### src/core/speed_ctl_pkg.sv
// Constants and types shared by the speed profile control word decoder.
package speed_ctl_pkg;
    localparam int CTL_WIDTH     = 16;
    localparam int PRESET_LO     = 0;
    localparam int PRESET_HI     = 1;
    localparam int COAST_BIT     = 3;
    localparam int QSTOP_BIT     = 4;
    localparam int FREEZE_BIT    = 5;
    localparam int START_BIT     = 6;
    localparam int RESET_BIT     = 7;
    localparam int RAMP_BIT      = 9;
    localparam int VALID_BIT     = 10;
    localparam int DIN_LO        = 12;
    localparam int DIN_HI        = 15;
    localparam int DIN_COUNT     = 4;
    // Safe word after reset: coast and quick stop asserted, nothing running.
    localparam logic [15:0] CTL_RESET = 16'h0000;

    // Stop method chosen by the missing-start setting.
    typedef enum logic [1:0] {
        STOP_RAMP  = 2'h0,
        STOP_COAST = 2'h1,
        STOP_QUICK = 2'h2
    } stop_method_t;
endpackage : speed_ctl_pkg

### src/core/rise_detect.sv
// Rising edge detector between two successive accepted words.
`timescale 1ns/100ps
module rise_detect #(
    parameter int WIDTH = 2
) (
    input  wire logic [WIDTH-1:0] i_prev,
    input  wire logic [WIDTH-1:0] i_curr,
    output logic      [WIDTH-1:0] o_rise
);
    // Each bit rises when it was low in the old word and high in the new.
    genvar g;
    generate
        for (g = 0; g < WIDTH; g++) begin : g_bit
            assign o_rise[g] = i_curr[g] & ~i_prev[g];
        end
    endgenerate
endmodule : rise_detect

### src/core/speed_profile_control_word.sv
// Decoder for the speed profile control word written by the fieldbus master.
`timescale 1ns/100ps
module speed_profile_control_word
    import speed_ctl_pkg::*;
(
    input  wire logic                 i_ref_clk,
    input  wire logic                 i_rst_n,
    input  wire logic [CTL_WIDTH-1:0] i_ctl_word,
    input  wire logic                 i_ctl_write,
    input  wire logic                 i_fieldbus_place,
    input  wire logic [1:0]           i_missing_start_method,
    output logic      [1:0]           o_preset_sel,
    output logic                      o_coast_req,
    output logic                      o_quick_stop_req,
    output logic                      o_ref_freeze,
    output logic                      o_run,
    output logic                      o_start_pulse,
    output logic      [1:0]           o_stop_method,
    output logic                      o_event_reset_pulse,
    output logic                      o_ramp2_sel,
    output logic      [DIN_COUNT-1:0] o_fieldbus_din,
    output logic                      o_ctl_accepted
);
    // Two bits of the word act on edges rather than on levels.
    localparam int EDGE_COUNT = 2;
    // Position of the start bit inside the edge vector.
    localparam int EDGE_START = 0;
    // Position of the event reset bit inside the edge vector.
    localparam int EDGE_RESET = 1;

    // Held copy of the most recently accepted word.
    logic [CTL_WIDTH-1:0]  word_reg;
    // The accepted word before that one, for edge detection.
    logic [CTL_WIDTH-1:0]  prev_reg;
    // Edge-triggered bits picked out of the two held words.
    logic [EDGE_COUNT-1:0] edge_prev;
    logic [EDGE_COUNT-1:0] edge_curr;
    // Rising edges between the two held words.
    logic [EDGE_COUNT-1:0] rise;
    // Digital input bits gathered before they are registered.
    logic [DIN_COUNT-1:0]  din_next;
    // High in the cycle a valid write arrives.
    logic                  accept;
    // High while the fieldbus owns the control place.
    logic                  cmd_ok;
    // High while the held word or the control place forbids running.
    logic                  stop_now;

    // True while any condition asks the drive to stop or stay stopped.
    // The run flag and the start pulse both use it, so they can never
    // disagree about whether a start edge is allowed to take effect.
    function automatic logic stop_requested(
        input logic [CTL_WIDTH-1:0] word,
        input logic                 place
    );
        stop_requested = !place || !word[START_BIT] ||
                         !word[COAST_BIT] || !word[QSTOP_BIT];
    endfunction : stop_requested

    // An active-low request bit becomes an active-high request, but only
    // while the fieldbus is in command; otherwise it is not acknowledged.
    function automatic logic low_request(
        input logic level,
        input logic place
    );
        low_request = place & ~level;
    endfunction : low_request

    // Data valid gates each write; reserved bits are simply never read.
    assign accept = i_ctl_write & i_ctl_word[VALID_BIT];

    // Start, coast and quick stop commands matter only while the fieldbus owns the control place.
    assign cmd_ok = i_fieldbus_place;

    // One shared stop decision for the run flag and the start pulse.
    assign stop_now = stop_requested(word_reg, cmd_ok);

    // Last accepted word is held until a valid write replaces it, so a
    // refused write leaves every level output exactly where it was.
    always_ff @(posedge i_ref_clk) begin
        if (!i_rst_n) begin
            word_reg <= CTL_RESET;
        end else if (accept) begin
            word_reg <= i_ctl_word;
        end
    end

    // The previous word moves only with an accepted write; an ignored
    // write therefore can neither create nor hide an edge.
    always_ff @(posedge i_ref_clk) begin
        if (!i_rst_n) begin
            prev_reg <= CTL_RESET;
        end else if (accept) begin
            prev_reg <= word_reg;
        end
    end

    // Gather the edge-triggered bits of both words side by side.
    assign edge_prev[EDGE_START] = prev_reg[START_BIT];
    assign edge_prev[EDGE_RESET] = prev_reg[RESET_BIT];
    assign edge_curr[EDGE_START] = word_reg[START_BIT];
    assign edge_curr[EDGE_RESET] = word_reg[RESET_BIT];

    // Edges are judged on the accepted pair, so ignored writes never fake one.
    rise_detect #(
        .WIDTH (EDGE_COUNT)
    ) u_rise (
        .i_prev (edge_prev),
        .i_curr (edge_curr),
        .o_rise (rise)
    );

    // A one-cycle marker so edges are taken once per accepted word.
    // Without it a held rising pair would restart the drive every cycle.
    always_ff @(posedge i_ref_clk) begin
        if (!i_rst_n) begin
            o_ctl_accepted <= 1'b0;
        end else begin
            o_ctl_accepted <= accept;
        end
    end

    // Preset selector follows the held word's two low bits.
    always_ff @(posedge i_ref_clk) begin
        if (!i_rst_n) begin
            o_preset_sel <= 2'h0;
        end else begin
            o_preset_sel <= word_reg[PRESET_HI:PRESET_LO];
        end
    end

    // Coast request; it resets active so the drive starts out safe.
    always_ff @(posedge i_ref_clk) begin
        if (!i_rst_n) begin
            o_coast_req <= 1'b1;
        end else begin
            o_coast_req <= low_request(word_reg[COAST_BIT], cmd_ok);
        end
    end

    // Quick stop request; it also resets active.
    always_ff @(posedge i_ref_clk) begin
        if (!i_rst_n) begin
            o_quick_stop_req <= 1'b1;
        end else begin
            o_quick_stop_req <= low_request(word_reg[QSTOP_BIT], cmd_ok);
        end
    end

    // Reference freeze; the reference stays frozen until a word frees it.
    always_ff @(posedge i_ref_clk) begin
        if (!i_rst_n) begin
            o_ref_freeze <= 1'b1;
        end else begin
            o_ref_freeze <= ~word_reg[FREEZE_BIT];
        end
    end

    // Ramp choice: low picks the first ramp, high the second.
    always_ff @(posedge i_ref_clk) begin
        if (!i_rst_n) begin
            o_ramp2_sel <= 1'b0;
        end else begin
            o_ramp2_sel <= word_reg[RAMP_BIT];
        end
    end

    // Each fieldbus digital input is an independent copy of one bit.
    generate
        for (genvar b = 0; b < DIN_COUNT; b++) begin : g_din
            assign din_next[b] = word_reg[DIN_LO + b];
        end
    endgenerate

    // The four inputs are registered together so they change as a set.
    always_ff @(posedge i_ref_clk) begin
        if (!i_rst_n) begin
            o_fieldbus_din <= '0;
        end else begin
            o_fieldbus_din <= din_next;
        end
    end

    // The stop method is a plain registered copy of the setting; the
    // consumer applies it whenever the run flag drops.
    always_ff @(posedge i_ref_clk) begin
        if (!i_rst_n) begin
            o_stop_method <= STOP_RAMP;
        end else begin
            o_stop_method <= i_missing_start_method;
        end
    end

    // Run starts on the start edge and ends whenever start is low or
    // a stop request is present; the latter also blocks starting. A start
    // edge that arrives while blocked is lost, and the master must lower
    // and raise the start bit again once the block is gone.
    always_ff @(posedge i_ref_clk) begin
        if (!i_rst_n) begin
            o_run <= 1'b0;
        end else if (stop_now) begin
            o_run <= 1'b0;
        end else if (o_ctl_accepted && rise[EDGE_START]) begin
            o_run <= 1'b1;
        end
    end

    // Start pulse marks the cycle in which the run flag rises.
    always_ff @(posedge i_ref_clk) begin
        if (!i_rst_n) begin
            o_start_pulse <= 1'b0;
        end else begin
            o_start_pulse <= !stop_now && o_ctl_accepted &&
                             rise[EDGE_START];
        end
    end

    // Event reset is a single pulse per accepted rising edge.
    always_ff @(posedge i_ref_clk) begin
        if (!i_rst_n) begin
            o_event_reset_pulse <= 1'b0;
        end else begin
            o_event_reset_pulse <= o_ctl_accepted & rise[EDGE_RESET];
        end
    end
endmodule : speed_profile_control_word

### config.mk
export PLATFORM = sky130hd
export DESIGN_NAME = speed_profile_control_word
export DESIGN_NICKNAME = d
export VERILOG_FILES = /design/src/core/speed_ctl_pkg.sv /design/src/core/rise_detect.sv /design/src/core/speed_profile_control_word.sv
export SDC_FILE = /design/constraint.sdc
export NUM_CORES = 1
export LEC_CHECK = 0
export BUFFER_PORTS_ARGS = -buffer_cell sky130_fd_sc_hd__clkbuf_2
export CORE_MARGIN = 2
export CORE_UTILIZATION = 40
export DETAILED_ROUTE_END_ITERATION = 8
export GPL_ROUTABILITY_DRIVEN = 0
export HOLD_SLACK_MARGIN = 0.06
export PLACE_DENSITY_LB_ADDON = 0.1
export SYNTH_ARGS = -nofsm -noshare
export SYNTH_HDL_FRONTEND = slang
export SYNTH_SLANG_ARGS = --single-unit
### constraint.sdc
create_clock -name i_ref_clk -period 0.8 [get_ports i_ref_clk]
set_input_delay 0.16 -clock i_ref_clk [delete_from_list [all_inputs] [get_ports i_ref_clk]]
set_output_delay 0.16 -clock i_ref_clk [all_outputs]
set_load 0.05 [all_outputs]
==> out/qor.txt <==
Clk_lat worst skew - 310 ps
P per Cell Area - 1880 mW/mm^2
Crit path max fanout - 2
Global-route wire length before repair - 2790 um
Synth Area per Inst - 10.8 um^2
Layout area overhead - 51.0%
Starting Density - 41.0%
Unrepaired setup endpoints after global routing - yes
DRC - 0
Area contributors post-synth - dfxtp_1, a2bb2oi_1, a21bo_2
Die X - 53.7 um
Area of the mapped netlist - 987 um^2
CP peak stage delay - 360 ps
Max Cap Viol - 0
CTS buffer count - 5
GRT overflow - 0
Cells after DPL - 153
Die Y - 53.7 um
Final period util - 124%
CTS max path bufs - 2
Detailed Route WL - 1770 um
Leakage Power - 0.000695 uW
CP bufs+invs - 1
# setup viols final - 17
WP data required - 640 ps
CTS Root Cell - clkbuf_4
Failing checks - setup timing
Commonest cells in the netlist - dfxtp_1, inv_1, a2bb2oi_1, nand2_1
Final Critical Period - 994 ps
Critical path launch point type - flop
Fin. Hold Viols - 0
Initial DRC count - 8
Ys flop type - dfxtp_1
Worst path cell trace - clkbuf_16
# H-tree levels - 2
Via count - 781
Vias/cell - 4.76
Cell type with the largest total area after synthesis - dfxtp_1
Critical path's slowest cell - dfxtp_4
Post-synth ARST share - 0%
Worst Hold Class - in -> reg
Final Hold Slack - 76.6 ps
Critical path capture point type - output port
Gr usage total - 14.5%
Nets - 156
Io pins - 38
Final non-filler cell total - 164
Syn Inst Count - 91
DIE AREA - 0.00288 mm^2
Antenna violations before repair - 0
Clock sink total - 30
Number of global-route vias before repair - 666
Actual slew at the worst max-slew pin - 309 ps
Routed len/inst - 10.8 um
Post-route ant nets - 0
Run status - finished with violations
Synthesized net count - 113
Seq/Total Area, Yosys - 60.8%
Slew Limit Fails - 0
Largest net degree at the start of global routing - 15
1st-pass router iterations - 4
Post-synth EDFFs - 0
Layout Skew - 1.10 ps
Final worst slack - -194 ps
Setup tns final - -2500 ps
Register bit total from synthesis - 30
Critical path's top delay family - flip-flops
Fmax - 1010 MHz
Yosys top cell area share - 60.8%
Synth warn - 0
Worst vdd ir - 1540 uV
Most frequent cell after synthesis - dfxtp_1
Placement row count - 18
DP Worst Slack - -125 ps
Fraction of layout cells with a size suffix above 1 - 54.5%
Std-Cell Core Area - 0.00241 mm^2
Max-slew headroom - 79.4%
Number of flip-flops in the largest register - 12
DP Wirelength - 1210 um
CTS clk-pin slew, worst paths - 80 ps
Number of antenna diodes - 0
Yosys cell types - 18
Worst Path Class, Setup - reg -> out
Input/output buffers - 34
CTS tree - yes
Crit path DAT - 830 ps
report_power, final:
group          switching [uW]  internal [uW]  total, uW
Sequential               34.5           1570       1600
Clock                     446            331        776
Combinational             224            200        425
area by class of cell:
type,count,area [um^2]
timing repair buffer,40,414
inverter,12,45.0
sequential,30,628
multi-input combinational,45,320
fill,218,920
clock buffer,7,45.0
tap,30,37.5
what timing repair did:
action                     in CTS  in global routing
hold endpoints to repair        2                  0
pin swaps                       1                  3
hold buffers                    2                  0
gates resized for setup        50                 20
setup buffers                   2                  1
setup endpoints to repair      17                 21
final timing paths:
check / from / to / slack (ps) / cells after the start
hold reg to reg: word_reg[5] / o_ref_freeze / 400 / 1
setup reg to reg: o_ctl_accepted / o_run / -40 / 3
hold / removal: i_ctl_word[7] / word_reg[7] / 80 / 3
setup / recovery: o_ctl_accepted / o_ctl_accepted / -190 / 1
kinds of logic (layout without fill, tap and decap cells):
group                  count (synthesis)  in the layout  synth area share (%)
AND/OR/NAND/NOR                       22             22                  12.7
buffers and inverters                 16             59                  8.49
flip-flops                            30             30                  60.8
AO/OA/AOI/OAI                         23             23                  18.0
per-stage QoR:
step	utilization, %	power (uW)	instance area [um^2]
finish	61.8	2800	1490
global route	61.8	2950	1490
CTS	60.5	2830	1460
detailed placement	48.9	1960	1180
global placement	48.9	1950	1180
floorplan	-	1860	995
routing by layer:
metal	GRT usage [%]	routed length, um
met1	15.1	689
met5	0	0
met3	6.39	143
met2	22.6	878
met4	11.5	56
cells in the final DEF (no fill, tap or decap):
cell type and n:
clkbuf_2 18, dfxtp_2 16, buf_8 13, inv_1 12, dfxtp_1 12, nand2_1 8, a2bb2oi_1 8, nand3_1 6
a21bo_2 6, clkbuf_4 5, a21oi_1 4, clkbuf_16 3, buf_4 3, a21oi_2 2, and2_1 2, o21ai_0 2
clkbuf_1 2, dlygate4sd3_1 2, dfxtp_4 2, nand2_2 1, nand3_4 1, nand3b_1 1, nand4_1 1, a211oi_2 1
nor3_2 1, and4b_1 1, buf_6 1
Note: power is estimated with default switching activity, not from simulation.
